==> config.mk <==
export PLATFORM = sky130hd
export DESIGN_NAME = fsp_sequencer
export DESIGN_NICKNAME = d
export VERILOG_FILES = /design/src/pkg/fsp_pkg.sv /design/src/hw/fsp_page_buffer.sv /design/src/hw/fsp_sequencer.sv
export VERILOG_INCLUDE_DIRS = /design/src /design/src/pkg
export SDC_FILE = /design/constraint.sdc
export NUM_CORES = 1
export LEC_CHECK = 0
export BUFFER_PORTS_ARGS = -buffer_cell sky130_fd_sc_hd__buf_2
export CORE_ASPECT_RATIO = 1.4
export CORE_MARGIN = 4
export CORE_UTILIZATION = 60
export CTS_BUF_LIST = sky130_fd_sc_hd__clkbuf_8
export CTS_CLUSTER_SIZE = 14
export DETAILED_ROUTE_END_ITERATION = 12
export PLACE_DENSITY = 0.79
export SYNTH_ARGS = -nofsm -noshare
export SYNTH_HDL_FRONTEND = slang
export SYNTH_SLANG_ARGS = --single-unit
==> constraint.sdc <==
create_clock -name clk -period 3.8 [get_ports clk]
set_input_delay 0.38 -clock clk [delete_from_list [all_inputs] [get_ports clk]]
set_output_delay 0.38 -clock clk [all_outputs]
set_load 0.01 [all_outputs]
==> src/pkg/fsp_consts.svh <==
`ifndef FSP_CONSTS_SVH
`define FSP_CONSTS_SVH

// Control register bit positions
`define FSP_BIT_ENABLE 0
`define FSP_BIT_ERASE 1
`define FSP_BIT_WRITE 2
`define FSP_BIT_LOCK 3
`define FSP_BIT_REEN 4
`define FSP_BIT_BUSY 6

// Command patterns (bit 7 is don't care where printed as X)
`define FSP_CMD_ERASE 7'h03
`define FSP_CMD_WRITE 7'h05
`define FSP_CMD_LOCK 7'h09
`define FSP_CMD_LOAD 8'h01

// Store instruction must follow the control write within this many cycles
`define FSP_ARM_CYCLES 4

// Application reset address
`define FSP_APP_RESET_ADDR 16'h0000

// Programming time, nanoseconds; clock period in nanoseconds
`define FSP_PROG_MIN_NS 3200000
`define FSP_PROG_MAX_NS 3400000
`define FSP_CLK_NS 8

// Lock bits unprogrammed value
`define FSP_LOCK_RESET 6'h3F

`endif

==> src/pkg/fsp_pkg.sv <==
package fsp_pkg;

    // Sequencer states
    typedef enum logic [1:0] {
        FSP_IDLE,
        FSP_ARMED,
        FSP_PROG
    } fsp_state_t;

    // Kind of long operation in progress
    typedef enum logic [1:0] {
        FSP_OP_NONE,
        FSP_OP_ERASE,
        FSP_OP_WRITE,
        FSP_OP_LOCK
    } fsp_op_t;

    // Store-program request from the core
    typedef struct packed {
        logic [15:0] ptr;
        logic [15:0] data;
    } fsp_store_t;

    // Request to the flash array macro
    typedef struct packed {
        logic erase;
        logic write;
        logic lock;
        logic [15:0] addr;
    } fsp_flash_req_t;

endpackage : fsp_pkg

==> src/hw/fsp_page_buffer.sv <==
`include "fsp_consts.svh"

// Temporary page buffer: one word per position, cleared as a whole
module fsp_page_buffer
    import fsp_pkg::*;
#(
    parameter int WORDS = 32,
    parameter int IDX_W = 5
)
(
    // Clock and reset
    input wire logic clk,
    input wire logic arst_n,
    // Control
    input wire logic clear,
    input wire logic load,
    input wire logic [IDX_W-1:0] load_idx,
    input wire logic [15:0] load_data,
    // Read port
    input wire logic [IDX_W-1:0] rd_idx,
    output logic [15:0] rd_data
);

    logic [15:0] mem_q [WORDS];

    // Each entry loads on its own index; clear wins because the buffer
    // is discarded at the same moment it would be filled
    genvar g;
    generate
        for (g = 0; g < WORDS; g++)
        begin : g_word
            always_ff @(posedge clk or negedge arst_n)
            begin
                if (!arst_n)
                    mem_q[g] <= 16'hFFFF;
                else if (clear)
                    mem_q[g] <= 16'hFFFF;
                else if (load && load_idx == IDX_W'(g))
                    mem_q[g] <= load_data;
            end
        end
    endgenerate

    assign rd_data = mem_q[rd_idx];

endmodule : fsp_page_buffer

==> src/hw/fsp_sequencer.sv <==
// Contract
// - Fuse one boots application, zero boots loader
// - Software can never change fuses
// - Address comes from high/low pointer pair
// - Low bits word, high bits page
// - Capture target address when operation starts
// - Lock command ignores pointer pair
// - Byte reads use pointer bit zero
// - Buffer words load singly in any order
// - Erase pattern then store within four cycles
// - Halting section halts CPU; other allows fetch
// - Buffer load stores word at word index
// - Buffer clears on write, re-enable, reset
// - EEPROM write while loading discards buffer
// - Page write pattern, page only, data ignored
// - Level interrupt while enabled and enable clear
// - Busy flag and read block during programming
// - Re-enable clears busy and unblocks reads
// - Lock write programs zero bits of R0
// - Lock programming never blocks reads
// - Pending command clears after four cycles
// - Each operation lasts 3.2 to 3.4 ms
// - Refuse commands during EEPROM write
`include "fsp_consts.svh"

module fsp_sequencer
    import fsp_pkg::*;
#(
    parameter int PAGE_WORDS = 32,
    parameter int WORD_IDX_W = 5,
    parameter logic [15:0] LOADER_RESET_ADDR = 16'h3800,
    parameter logic [15:0] HALT_SECTION_START = 16'h3800,
    parameter int PROG_CYCLES = ((`FSP_PROG_MIN_NS + `FSP_CLK_NS - 1) / `FSP_CLK_NS)
)
(
    // Clock and reset
    input wire logic clk,
    input wire logic arst_n,
    // Fuse (read only here)
    input wire logic boot_vector_fuse,
    output logic [15:0] reset_vector,
    // Control register access from the core
    input wire logic ctrl_wr,
    input wire logic [7:0] ctrl_wdata,
    output logic [7:0] self_prog_ctrl_status,
    // Pointer pair and data pair
    input wire logic [7:0] pointer_high_byte,
    input wire logic [7:0] pointer_low_byte,
    input wire logic [15:0] data_pair,
    // Store-program instruction
    input wire logic store_exec,
    // Load-program byte read
    input wire logic [15:0] flash_rd_word,
    output logic [15:0] flash_rd_addr,
    output logic [7:0] load_byte,
    // Section gating
    input wire logic fetch_in_concurrent,
    output logic concurrent_read_block,
    output logic cpu_halt,
    // EEPROM status
    input wire logic eeprom_busy,
    input wire logic eeprom_write_start,
    // Interrupt
    input wire logic irq_enable,
    output logic irq,
    // Flash array interface
    output fsp_flash_req_t flash_req,
    output logic [15:0] flash_wdata,
    output logic [5:0] lock_bits
);

    localparam int CNT_W = $clog2(PROG_CYCLES + 1);
    localparam int PAGE_LSB = WORD_IDX_W + 1;

    fsp_state_t state_q;
    fsp_op_t op_q;
    logic [6:0] ctrl_q;
    logic busy_q;
    logic halt_q;
    logic [2:0] arm_cnt_q;
    logic [CNT_W-1:0] prog_cnt_q;
    logic [15:0] addr_q;
    logic [5:0] lock_q;
    logic loading_q;
    logic [WORD_IDX_W-1:0] wr_idx_q;
    logic [15:0] buf_rd;
    logic [15:0] ptr;
    logic store_go;
    logic prog_done;
    logic buf_load;
    logic buf_clear;
    logic reen_wr;
    logic [5:0] lock_pend_q;
    // Decoded command
    fsp_op_t cmd_op;
    logic cmd_load;

    // Pointer pair forms the flash address
    assign ptr = {pointer_high_byte, pointer_low_byte};

    // Fuse is only sampled, never written by this block
    assign reset_vector = boot_vector_fuse ? `FSP_APP_RESET_ADDR : LOADER_RESET_ADDR;

    // A store arrives while a command is armed and EEPROM idle
    assign store_go = (state_q == FSP_ARMED) && store_exec && !eeprom_busy;
    assign prog_done = (state_q == FSP_PROG) && (prog_cnt_q == CNT_W'(PROG_CYCLES - 1));
    assign buf_load = store_go && cmd_load;
    assign reen_wr = ctrl_wr && ctrl_wdata[`FSP_BIT_REEN] && ctrl_wdata[`FSP_BIT_ENABLE]
        && state_q != FSP_PROG && !eeprom_busy;
    // Buffer clears after write, on re-enable, or EEPROM write during loading
    assign buf_clear = (prog_done && op_q == FSP_OP_WRITE) || reen_wr
        || (eeprom_write_start && loading_q);

    // Decode the armed pattern once so that state, operation and busy agree;
    // a pattern with more than one select starts nothing
    always_comb
    begin
        cmd_op = FSP_OP_NONE;
        cmd_load = 1'b0;
        case ({1'b0, ctrl_q})
            {1'b0, `FSP_CMD_ERASE}:
                cmd_op = FSP_OP_ERASE;
            {1'b0, `FSP_CMD_WRITE}:
                cmd_op = FSP_OP_WRITE;
            {1'b0, `FSP_CMD_LOCK}:
                cmd_op = FSP_OP_LOCK;
            `FSP_CMD_LOAD:
                cmd_load = 1'b1;
            default:
                cmd_op = FSP_OP_NONE;
        endcase
    end

    // Command arming and four-cycle window
    always_ff @(posedge clk or negedge arst_n)
    begin
        if (!arst_n)
        begin
            state_q <= FSP_IDLE;
            ctrl_q <= 7'h00;
            arm_cnt_q <= 3'h0;
        end
        else
        begin
            case (state_q)
                FSP_IDLE:
                begin
                    // Writes refused while EEPROM is programming
                    if (ctrl_wr && ctrl_wdata[`FSP_BIT_ENABLE] && !eeprom_busy && !reen_wr)
                    begin
                        state_q <= FSP_ARMED;
                        ctrl_q <= {2'b00, ctrl_wdata[4:0]};
                        arm_cnt_q <= 3'h0;
                    end
                end
                FSP_ARMED:
                begin
                    if (store_go)
                    begin
                        if (cmd_op != FSP_OP_NONE)
                            state_q <= FSP_PROG;
                        else
                        begin
                            state_q <= FSP_IDLE;
                            ctrl_q <= 7'h00;
                        end
                    end
                    else if (arm_cnt_q == 3'(`FSP_ARM_CYCLES - 1))
                    begin
                        // No store in time: drop enable and selects
                        state_q <= FSP_IDLE;
                        ctrl_q <= 7'h00;
                    end
                    else
                        arm_cnt_q <= arm_cnt_q + 3'h1;
                end
                FSP_PROG:
                begin
                    if (prog_done)
                    begin
                        state_q <= FSP_IDLE;
                        ctrl_q <= 7'h00;
                    end
                end
                default:
                    state_q <= FSP_IDLE;
            endcase
        end
    end

    // Operation kind, captured address and lock data
    always_ff @(posedge clk or negedge arst_n)
    begin
        if (!arst_n)
        begin
            op_q <= FSP_OP_NONE;
            addr_q <= 16'h0000;
            lock_pend_q <= `FSP_LOCK_RESET;
        end
        else if (store_go)
        begin
            op_q <= cmd_op;
            case (cmd_op)
                FSP_OP_ERASE:
                    // Only the page field matters for erase
                    addr_q <= {ptr[15:PAGE_LSB], {PAGE_LSB{1'b0}}};
                FSP_OP_WRITE:
                    addr_q <= {ptr[15:PAGE_LSB], {PAGE_LSB{1'b0}}};
                FSP_OP_LOCK:
                    // Pointer left untouched; only the low six data bits are kept
                    lock_pend_q <= data_pair[5:0];
                default:
                    addr_q <= addr_q;
            endcase
        end
        else if (prog_done)
            op_q <= FSP_OP_NONE;
    end

    // Lock cells change only once the write time has run out;
    // a zero data bit programs its cell, a one leaves it as it was
    always_ff @(posedge clk or negedge arst_n)
    begin
        if (!arst_n)
            lock_q <= `FSP_LOCK_RESET;
        else if (prog_done && op_q == FSP_OP_LOCK)
            lock_q <= lock_q & lock_pend_q;
    end

    // Programming timer, rounded up from the least time
    always_ff @(posedge clk or negedge arst_n)
    begin
        if (!arst_n)
            prog_cnt_q <= '0;
        else if (state_q != FSP_PROG)
            prog_cnt_q <= '0;
        else
            prog_cnt_q <= prog_cnt_q + CNT_W'(1);
    end

    // Busy flag and CPU halt; lock programming blocks nothing
    always_ff @(posedge clk or negedge arst_n)
    begin
        if (!arst_n)
        begin
            busy_q <= 1'b0;
            halt_q <= 1'b0;
        end
        else
        begin
            if (store_go && (cmd_op == FSP_OP_ERASE || cmd_op == FSP_OP_WRITE))
            begin
                busy_q <= 1'b1;
                halt_q <= (ptr >= HALT_SECTION_START);
            end
            else
            begin
                if (prog_done)
                    halt_q <= 1'b0;
                // Clearing only once the operation is over; set wins
                if (reen_wr)
                    busy_q <= 1'b0;
            end
        end
    end

    // Tracks whether page loading is under way
    always_ff @(posedge clk or negedge arst_n)
    begin
        if (!arst_n)
            loading_q <= 1'b0;
        else if (buf_load)
            loading_q <= 1'b1;
        else if (buf_clear)
            loading_q <= 1'b0;
    end

    // Page write streams the buffer; index walks with the timer
    always_ff @(posedge clk or negedge arst_n)
    begin
        if (!arst_n)
            wr_idx_q <= '0;
        else if (state_q == FSP_PROG && op_q == FSP_OP_WRITE)
            wr_idx_q <= wr_idx_q + WORD_IDX_W'(1);
        else
            wr_idx_q <= '0;
    end

    fsp_page_buffer #(
        .WORDS(PAGE_WORDS),
        .IDX_W(WORD_IDX_W)
    ) u_buf (
        .clk(clk),
        .arst_n(arst_n),
        .clear(buf_clear),
        .load(buf_load),
        .load_idx(ptr[WORD_IDX_W:1]),
        .load_data(data_pair),
        .rd_idx(wr_idx_q),
        .rd_data(buf_rd)
    );

    // Flash request outputs come from flops
    always_ff @(posedge clk or negedge arst_n)
    begin
        if (!arst_n)
        begin
            flash_req <= '0;
            flash_wdata <= 16'hFFFF;
        end
        else
        begin
            flash_req.erase <= (state_q == FSP_PROG) && (op_q == FSP_OP_ERASE);
            flash_req.write <= (state_q == FSP_PROG) && (op_q == FSP_OP_WRITE);
            flash_req.lock <= (state_q == FSP_PROG) && (op_q == FSP_OP_LOCK);
            flash_req.addr <= {addr_q[15:PAGE_LSB], wr_idx_q, 1'b0};
            flash_wdata <= buf_rd;
        end
    end

    // Byte read: Z0 picks the byte within the word
    always_ff @(posedge clk or negedge arst_n)
    begin
        if (!arst_n)
            load_byte <= 8'h00;
        else
            load_byte <= ptr[0] ? flash_rd_word[15:8] : flash_rd_word[7:0];
    end

    assign flash_rd_addr = {ptr[15:1], 1'b0};
    assign lock_bits = lock_q;
    assign self_prog_ctrl_status = {1'b0, busy_q, 1'b0, ctrl_q[4:0]};
    // Reads of the concurrent section are blocked while busy
    assign concurrent_read_block = busy_q && fetch_in_concurrent;
    assign cpu_halt = halt_q;
    assign irq = irq_enable && !ctrl_q[`FSP_BIT_ENABLE];

endmodule : fsp_sequencer

; Yosys cells after proc, flatten, opt, wreduce, memory -nomap -nowiden
; Cells that the tools add are included.
[classes]
n_addsub = 3
mul = 0
div_mod_pow = 0
magnitude_cmp = 2
eq_ne = 52
n_shift = 0
mux = 96
bitwise_logic = 2
reduce_logical = 105
[op_table]
columns = op, n
row1 = two-way mux 16 bit, 66
row2 = binary-select mux 16 bit (select 5 bit), 1
row3 = equality test 5 bit (second input constant), 16
row4 = nonzero test 2 bit, 38
row5 = logical AND 1 bit, 52
row6 = equality test 5 x 4 -> 1 bit (second input constant), 8
row7 = two-way mux 7 bit, 5
row8 = case mux 7 bit (3 select lines), 1
row9 = equality test 5 x 3 -> 1 bit (second input constant), 4
row10 = adder 19 x 1 -> 19 bit (second input constant), 1
row11 = equality test 19 bit (second input constant), 1
row12 = two-way mux 19 bit, 1
row13 = greater-or-equal comparator 16 x 14 -> 1 bit (second input constant), 1
row14 = two-way mux 14 bit, 1
row15 = two-way mux 2 bit, 6
row16 = case mux 2 bit (3 select lines), 2
row17 = equality test 2 bit (second input constant), 5
row18 = equality test 5 x 2 -> 1 bit (second input constant), 2
row19 = != test 2 bit (second input constant), 5
row20 = two-way mux 3 bit, 3
row21 = two-way mux 8 bit, 1
row22 = equality test 7 x 1 -> 1 bit (second input constant), 1
row23 = equality test 7 x 2 -> 1 bit (second input constant), 1
row24 = equality test 7 x 3 -> 1 bit (second input constant), 1
row25 = 24 further kinds, 37
[totals]
ff_bits = 617
latch_bits = 0
ram_bits = 0
mem_bits_ro = 0
inputBits = 65
out_inout_bits = 92
word_cells = 310
memories = 0

; Longest topological paths before layout
; Gate-level depths: netlist of the first run.
[logic_depth]
depth_word = 8
ltp_mapped = 11
ltp_nobuf = 7

; Cells and area by module
; Synthesis of the first run repeated with hierarchy kept, for this count alone.
[unflattened]
cells_unflattened = 3006
area_unflattened_um2 = 31032.3
[by_module_without_submodules]
columns = module, instances, cells_each, area_per_inst_um2, seq_area_each_um2
row1 = fsp_page_buffer, 1, 2671, 26768.2, 13452.9
row2 = fsp_sequencer, 1, 335, 4264.1, 2612.5

; Least setup slack after synthesis of the first run
; No wires, ideal clock.
[synth_timing]
kind = flip-flop to flip-flop
start = reg ctrl_q[2]
end = reg addr_q[10]
setup_ns = 0.125
arrival_ns = 2.333
t_required_ns = 3.675
setup_slack_ns = 1.343
stages_incl_launch_ff = 7
path_buffers = 1
synth_period_minus_slack_ns = 2.457
path_cell_list = dfrtp_1 > xnor2_1 > or4b_2 > ha_1 > nand2_1 > buf_1 > mux2_2
[synth_via]
elab_chain_cells = 5
elab_cells_between_ends = 8
classes_between = eq/ne (5) / mux (1) / reduce/logical (2)
[synth_rtl]
columns = element, line
row1 = "start, declared", fsp_sequencer.sv:77  ; logic [6:0] ctrl_q;
row2 = "start signal, assigned", fsp_sequencer.sv:152  ; ctrl_q <= {2'b00, ctrl_wdata[4:0]};
row3 = "equality test 7 x 4 -> 1 bit, or another cell as far along", fsp_sequencer.sv:120  ; case ({1'b0, ctrl_q})
row4 = case mux 2 bit (3 select lines) *, fsp_sequencer.sv:120
row5 = equality test 2 x 1 -> 1 bit or equality test 2 bit (tied branches), fsp_sequencer.sv:203  ; case (cmd_op)
row6 = OR reduction 2 bit (no line) *, --
row7 = AND reduction 2 bit (no line) *, --
row8 = "end signal, assigned", fsp_sequencer.sv:206  ; addr_q <= {ptr[15:PAGE_LSB], {PAGE_LSB{1'b0}}};
row9 = "end signal, assigned", fsp_sequencer.sv:208  ; addr_q <= {ptr[15:PAGE_LSB], {PAGE_LSB{1'b0}}};
row10 = "end signal, assigned", fsp_sequencer.sv:213  ; addr_q <= addr_q;
row11 = "end, declared", fsp_sequencer.sv:82  ; logic [15:0] addr_q;
; Mark *: on every way between the ends. The rest lies on a longest branch, timed or not.
; A chain may end at the register's enable or synchronous reset.

; Final worst setup path of the first run
[layout_timing]
start = reg state_q[1]
end = reg u_buf.mem_q[45] (netlist name)
[layout_via]
elab_chain_cells = 6
elab_cells_between_ends = 15
classes_between = eq/ne (3) / mux (1) / reduce/logical (11)
[layout_rtl]
columns = element, line
row1 = "start, declared", fsp_sequencer.sv:75  ; fsp_state_t state_q;
row2 = "start signal, assigned", fsp_sequencer.sv:139  ; state_q <= FSP_IDLE;
row3 = "start signal, assigned", fsp_sequencer.sv:151  ; state_q <= FSP_ARMED;
row4 = "start signal, assigned", fsp_sequencer.sv:161  ; state_q <= FSP_PROG;
row5 = "equality test 2 bit, or another cell as far along", fsp_sequencer.sv:106  ; assign prog_done = (state_q == FSP_PROG) && (prog_cnt_q == CNT_W'(PROG_CYCLES - 1));
row6 = logical AND 1 bit (on tied branches), "fsp_sequencer.sv:106, fsp_sequencer.sv:105, fsp_sequencer.sv:108"
row7 = logical AND 1 bit (on tied branches), "fsp_sequencer.sv:111, fsp_sequencer.sv:105, fsp_sequencer.sv:108"
row8 = logical OR 1 bit or logical AND 1 bit (tied branches), "fsp_sequencer.sv:111, fsp_sequencer.sv:107"
row9 = logical OR 1 bit or logical AND 1 bit (tied branches), "fsp_sequencer.sv:112, fsp_page_buffer.sv:38"
row10 = two-way mux 16 bit or nonzero test 2 bit (tied branches), --
row11 = "end signal, assigned by index", fsp_page_buffer.sv:39  ; mem_q[g] <= load_data;
row12 = "end, declared", fsp_page_buffer.sv:24  ; logic [15:0] mem_q [WORDS];
; Several ways; a longest one is shown, not always the timed one.

==> results of run 1 <==
## metrics by stage
stage	instances	hold slack, ns	util [%]
2_1_floorplan	2925	0.0844	-
3_3_place_gp	3455	0.354	62.6
5_1_grt	3659	0.174	67.2
6_report	3659	0.153	67.2
4_1_cts	3659	0.107	67.2
3_5_place_dp	3455	0.362	62.6
## final cells by class
| cell class | instances | area [um^2] | area share [%] |
|---|---|---|---|
| clock inverters | 55 | 312 | 0.958 |
| clock buffers | 117 | 1610 | 4.95 |
| inverters | 16 | 60.1 | 0.185 |
| flip-flops and latches | 615 | 16100 | 49.4 |
| repair buffers | 228 | 1620 | 5.00 |
| well taps | 630 | 788 | 2.42 |
| multi-input cells | 1998 | 12000 | 37.0 |
## routing by layer
layer | track usage, % | vias up
li1 | - | 9785
met1 | 36.3 | 11200
met2 | 50.8 | 1199
met3 | 5.53 | 237
met4 | 14.5 | 0
met5 | 0 | -
## sequential cells by signal (all words and copies together), names as in the netlist, 2 cells and up
name,flops
state_q,2
flash_wdata,16
prog_cnt_q,19
ctrl_q,5
lock_pend_q,6
addr_q,10
op_q,2
lock_bits,6
u_buf.mem_q,512
arm_cnt_q,3
flash_req,18
load_byte,8
wr_idx_q,5
## cell usage after synthesis, drive strengths merged, types with 5 or more instances
master,number,share of area (%)
nand2,1043,13
nand4,10,0.21
o21ai,10,0.17
mux2,41,1.6
clkbuf,146,1.9
nor2b,6,0.13
nand3,525,8.9
dfstp,540,48
nor2,61,0.78
buf,150,2.9
ha,10,0.42
o21a,7,0.18
nor3,5,0.085
dfrtp,75,6.4
mux4,160,12
nand3b,5,0.13
and2,6,0.13
or2,33,0.70
inv,15,0.19
xor2,10,0.30
o41ai,5,0.15
xnor2,11,0.33
## how the worst max path moves through the flow
stage | to | slack, ns | cells past startpoint
4_1_cts | u_buf.mem_q[42]$_DFFE_PN1P_ | 0.69 | 8
3_5_place_dp | u_buf.mem_q[45]$_DFFE_PN1P_ | 0.72 | 8
3_3_place_gp | u_buf.mem_q[41]$_DFFE_PN1P_ | 0.90 | 8
5_1_grt | u_buf.mem_q[45]$_DFFE_PN1P_ | 0.40 | 8
2_1_floorplan | addr_q[10]$_DFFE_PN0P_ | 1.34 | 6
6_report | u_buf.mem_q[45]$_DFFE_PN1P_ | 0.56 | 8
## where the power goes
part	internal (mW)	switching [mW]	total [mW]
Clock	2.92	2.63	5.55
Combinational	0.881	1.41	2.29
Sequential	7.71	0.415	8.13
## placed cells by master, fill, tap and decap left out, types with 33 or more instances in the layout
cell      instances
nand2_1        1043
dfstp_2         540
nand3_1         525
mux4_2          160
buf_2           135
clkbuf_8        117
dfrtp_1          72
nor2_1           60
inv_1            51
buf_4            47
mux2_2           41
or2_2            33
## kinds of logic after synthesis
logic type / after synthesis
xor+xnor: 21
mux: 201
other cells: 1
buf+inv: 312
simple gates: 1716
compound gates: 33
flops: 615
fa+ha+maj: 10
## worst register-to-register path, stage by stage (launching register included)
cell and delay, ns:
dfrtp_1 0.43, inv_1 0.10, ha_1 0.32, and3b_1 0.36, nand4_1 0.73, nor2_1 0.71
buf_4 0.31, nand2_1 0.08, nand3_1 0.13
==> metrics, run 1 <==
EDFF count, synth 0; GR Overflow Total 0; adder-cell share of the synthesized area 0.424%; launching point of the worst reg2reg path state_q[1]$_DFFE_PN0P_; drt pass-1 iters 5; crit end category register; Die Width between 150 and 200 um; compound-cell area share of the yosys netlist 0.772%; share of flip-flops with an asynchronous set or reset 100%; multiplexer area fraction after synthesis ~14%; Hold Path Class in2reg; final hold vios 0; Max clock buf depth 3; worst hold stages 3; DRC violation count after routing 0; WL met3 approximately 6600 um; RSZ-0062 raised after global routing false; r2r setup slk about 0.56 ns; Fin Setup TNS 0 ns; Layout Skew 0.0337 ns; #FFs+latches synth 615; post-synthesis instance total 2909; CTS resizes 0; n_diodes 0; Worst-Skew Late Latency 0.70 ns; Yosys warnings 0; M1 WL ~28000 um; Min-Delay Startpoint store_exec; I/O pin total around 160; highest metal layer with signal wires met4; number of fillers in the final layout 3507; DP HPWL 50700 um; CP startpoint kind register; full die area 52800 um^2; total wire length 78700 um; worst-margin pin slew approximately 1.0 ns; vias in the first global route 23200; slew margin rel. 30.6%; CP Class reg2reg; CTS Sinks 615; worst path bufs/invs 2; via count 22400; CTS Root Buffer Type clkbuf_8; initial antenna violation count 0; port bufs 136; Cell variety after synth 51; largest net degree at the start of global routing 132; wire length per cell 21.5 um; final setup margin approximately 0.56 ns; Initial Utilization 61.0%; Worst EP arrival 3.87 ns; fmax 0.308 GHz; peak per-stage delay on the critical path 0.73 ns; Synth Cell Area 29500 um^2; Worst Path Required 4.43 ns; fin crit share 85.4%; Synth Area in XOR/XNOR 0.624%; CTS Buf Count 94; final instance area roughly 33000 um^2; overall power 16.0 mW; Placement Setup Slack around 0.72 ns; maximum vdd drop approximately 0.47 mV; simple-gate share of the synthesized area 25.0%; CTS Hold Bufs 32; share of layout cells above drive strength 1 between 30% and 40%; Avg Inst Size Synth 10.1 um^2; status complete, no violations; CP Max Fanout 14; area delta synth->final 10.2%; Vias/cell 6.12; max-cap violation count 0; first-pass GRT wire length 126000 um; Chip Height 270 um; ys flop type dfstp_2; DRT iter0 DRCs 2367; Hold Crit Endpoint op_q[1]$_DFFE_PN0P_; CTS tree done; Setup Buffers After CTS 0; R2R depth 8; crit path time final 3.24 ns; Pwr Density 491 nW/um^2; CP cell instances inv_1 > ha_1 > and3b_1 > nand4_1 > nor2_1 > buf_4 > nand2_1 > nand3_1; nets approximately 3000; sequential area share after synthesis 54.5%; placement row count 95; final setup violation count 0; GP Congestion between 0.8 and 0.9; ANT nets after route 0; core area ~48000 um^2; critical path's slowest cell nand4_1; H-Tree Depth 3; Final Max Slew Viols 0; Worst path top cell family by delay simple AND/OR/NAND/NOR gates; FF-to-FF End u_buf.mem_q[45]$_DFFE_PN1P_; crit path from state_q[1]$_DFFE_PN0P_; dpl cell area roughly 30000 um^2; clock transition at the registers of the reported paths 0.07 ns; WL met2 40600 um; static leakage 14.2 nW; largest family of logic cells by synthesized area simple AND/OR/NAND/NOR gates; overall routing resource usage 29.7%
No activity file was read; power rests on OpenSTA's default activity.
==> run 2: changes to the inputs <==
--- a/config.mk
+++ b/config.mk
@@ -9,11 +9,10 @@
 export BUFFER_PORTS_ARGS = -buffer_cell sky130_fd_sc_hd__buf_2
 export CORE_ASPECT_RATIO = 1.4
 export CORE_MARGIN = 4
-export CORE_UTILIZATION = 60
-export CTS_BUF_LIST = sky130_fd_sc_hd__clkbuf_8
+export CORE_UTILIZATION = 56
 export CTS_CLUSTER_SIZE = 14
 export DETAILED_ROUTE_END_ITERATION = 12
-export PLACE_DENSITY = 0.79
+export PLACE_DENSITY = 0.78
 export SYNTH_ARGS = -nofsm -noshare
 export SYNTH_HDL_FRONTEND = slang
 export SYNTH_SLANG_ARGS = --single-unit
==> constraint.sdc (replaced) <==
create_clock -name clk -period 2.9 [get_ports clk]
set_input_delay 0.29 -clock clk [delete_from_list [all_inputs] [get_ports clk]]
set_output_delay 0.29 -clock clk [all_outputs]
set_load 0.01 [all_outputs]
==> run 2 against run 1 <==
Design area increased by 2.0%; wire length increased by 1.4%; core utilization decreased by 3.6 points; global-route usage decreased by 1.7 points; sequential cell count unchanged; non-clock buffer count increased by 36; via count increased by 0.34%; critical endpoint is now u_buf.mem_q[216]$_DFFE_PN1P_.
==> metrics, run 2 (synthesized netlist as in run 1, its figures left out) <==
wire length per cell between 20 and 25 um; Max clock buf depth 3; r2r setup slk about 0.32 ns; vias in the first global route 23600; Initial Utilization 56.6%; CTS Root Buffer Type clkbuf_16; DP HPWL about 53000 um; placement row count 99; first-pass GRT wire length 127000 um; Die Width 202 um; clock transition at the registers of the reported paths about 0.070 ns; CTS resizes 0; core area 52100 um^2; port bufs 136; CTS tree done; number of fillers in the final layout around 3800; CP Class reg2reg; worst-margin pin slew 0.754 ns; Chip Height 280 um; GP Congestion 0.861; share of layout cells above drive strength 1 36.9%; FF-to-FF End u_buf.mem_q[216]$_DFFE_PN1P_; crit path time final 2.58 ns; Placement Setup Slack between 0.3 and 0.4 ns; CTS Buf Count 57; status complete, no violations; Top Registers u_buf.mem_q x512, prog_cnt_q x19, flash_req x18; initial antenna violation count 3; launching point of the worst reg2reg path state_q[1]$_DFFE_PN0P_; Min-Delay Startpoint store_exec; fmax between 0.3 and 0.4 GHz; nets a little over 3000; drt pass-1 iters 6; DRT iter0 DRCs between 2000 and 2500; CP startpoint kind register; Worst Path Required 3.44 ns; I/O pin total 157; static leakage between 10 and 15 nW; final setup violation count 0; final setup margin 0.321 ns; area delta synth->final 12.5%; CP Max Fanout 14; full die area 56500 um^2; final hold vios 0; Top reg by flops u_buf.mem_q; most frequent cells in the layout 1043 x nand2_1, 540 x dfstp_2, 525 x nand3_1, 160 x mux4_2, 135 x buf_2; max-cap violation count 0; overall routing resource usage between 20 and 30%; ANT nets after route 0; GR Overflow Total 0; Fin Setup TNS 0 ns; slew margin rel. 49.7%; Setup Buffers After CTS 0; Vias/cell 6.06; Final Max Slew Viols 0; maximum vdd drop around 0.57 mV; DRC violation count after routing 0; Pwr Density 654 nW/um^2; H-Tree Depth 2; largest net degree at the start of global routing roughly 120; RSZ-0062 raised after global routing false; Hold Crit Endpoint op_q[1]$_DFFE_PN0P_; via count about 22000; Worst EP arrival between 3 and 4 ns; Largest register FFs just over 500; crit end category register; CTS Sinks 615; fin crit share 88.9%; most common cell after layout, fill and taps aside nand2_1; worst hold stages 3; Layout Skew 0.0272 ns; R2R depth 9; total wire length approximately 80000 um; Hold Path Class in2reg; Worst-Skew Late Latency 0.61 ns
-- run 2: final cells by class --
class | count | area [um^2] | share of cell area, %
inverters | 16 | 60.1 | 0.181
well taps | 707 | 885 | 2.67
multi-input cells | 1998 | 12000 | 36.3
repair buffers | 264 | 2120 | 6.39
flip-flops and latches | 615 | 16100 | 48.5
diodes | 3 | 7.51 | 0.0226
clock buffers | 86 | 1740 | 5.24
clock inverters | 18 | 244 | 0.736
-- run 2: worst max path at each step --
stage	cells past startpoint	start	end	slack [ns]
after floorplan	6	ctrl_q[2]$_DFFE_PN0P_	addr_q[10]$_DFFE_PN0P_	0.44
after global placement	5	wr_idx_q[0]$_DFF_PN0_	flash_wdata[11]$_DFF_PN1_	0.42
after detailed placement	8	prog_cnt_q[0]$_DFF_PN0_	u_buf.mem_q[295]$_DFFE_PN1P_	0.38
after CTS	8	prog_cnt_q[0]$_DFF_PN0_	u_buf.mem_q[58]$_DFFE_PN1P_	0.34
after global routing	8	prog_cnt_q[0]$_DFF_PN0_	u_buf.mem_q[58]$_DFFE_PN1P_	0.13
final	9	state_q[1]$_DFFE_PN0P_	u_buf.mem_q[216]$_DFFE_PN1P_	0.32
-- run 2: stage by stage --
stage	cell area (um^2)	power, mW	hold slack, ns	utilization [%]	instances
2_1_floorplan	29600	12.7	-0.00559	-	2925
6_report	33200	21.7	0.114	63.6	3707
3_5_place_dp	30900	13.8	0.250	59.2	3568
3_3_place_gp	30900	13.5	0.249	59.2	3568
4_1_cts	33200	21.7	0.0975	63.6	3704
5_1_grt	33200	22.5	0.114	63.6	3705
-- run 2: timing repair --
action	in CTS	in global routing
hold buffers	32	0
hold endpoints to repair	71	0
setup endpoints to repair	0	0
-- run 2: power breakdown --
part	switching, mW	internal [mW]	total (mW)
combinational	1.86	1.25	3.11
sequential	0.555	10.1	10.7
clock	3.27	4.66	7.93
-- run 2: worst max-delay path: stages (launching register included) --
cell	delay, ns
dfrtp_1	0.42
inv_1	0.11
ha_1	0.33
and3b_1	0.34
nand4_1	0.15
buf_4	0.24
nor2_1	0.40
buf_4	0.30
nand2_1	0.09
nand3_1	0.12
-- run 2: routing by layer --
layer	routed length (um)	up-vias	GRT usage [%]
met5	13	-	0
met4	3650	2	13.6
met3	6140	296	5.05
met2	41900	1172	49.8
met1	28100	11200	33.0
li1	-	9775	-
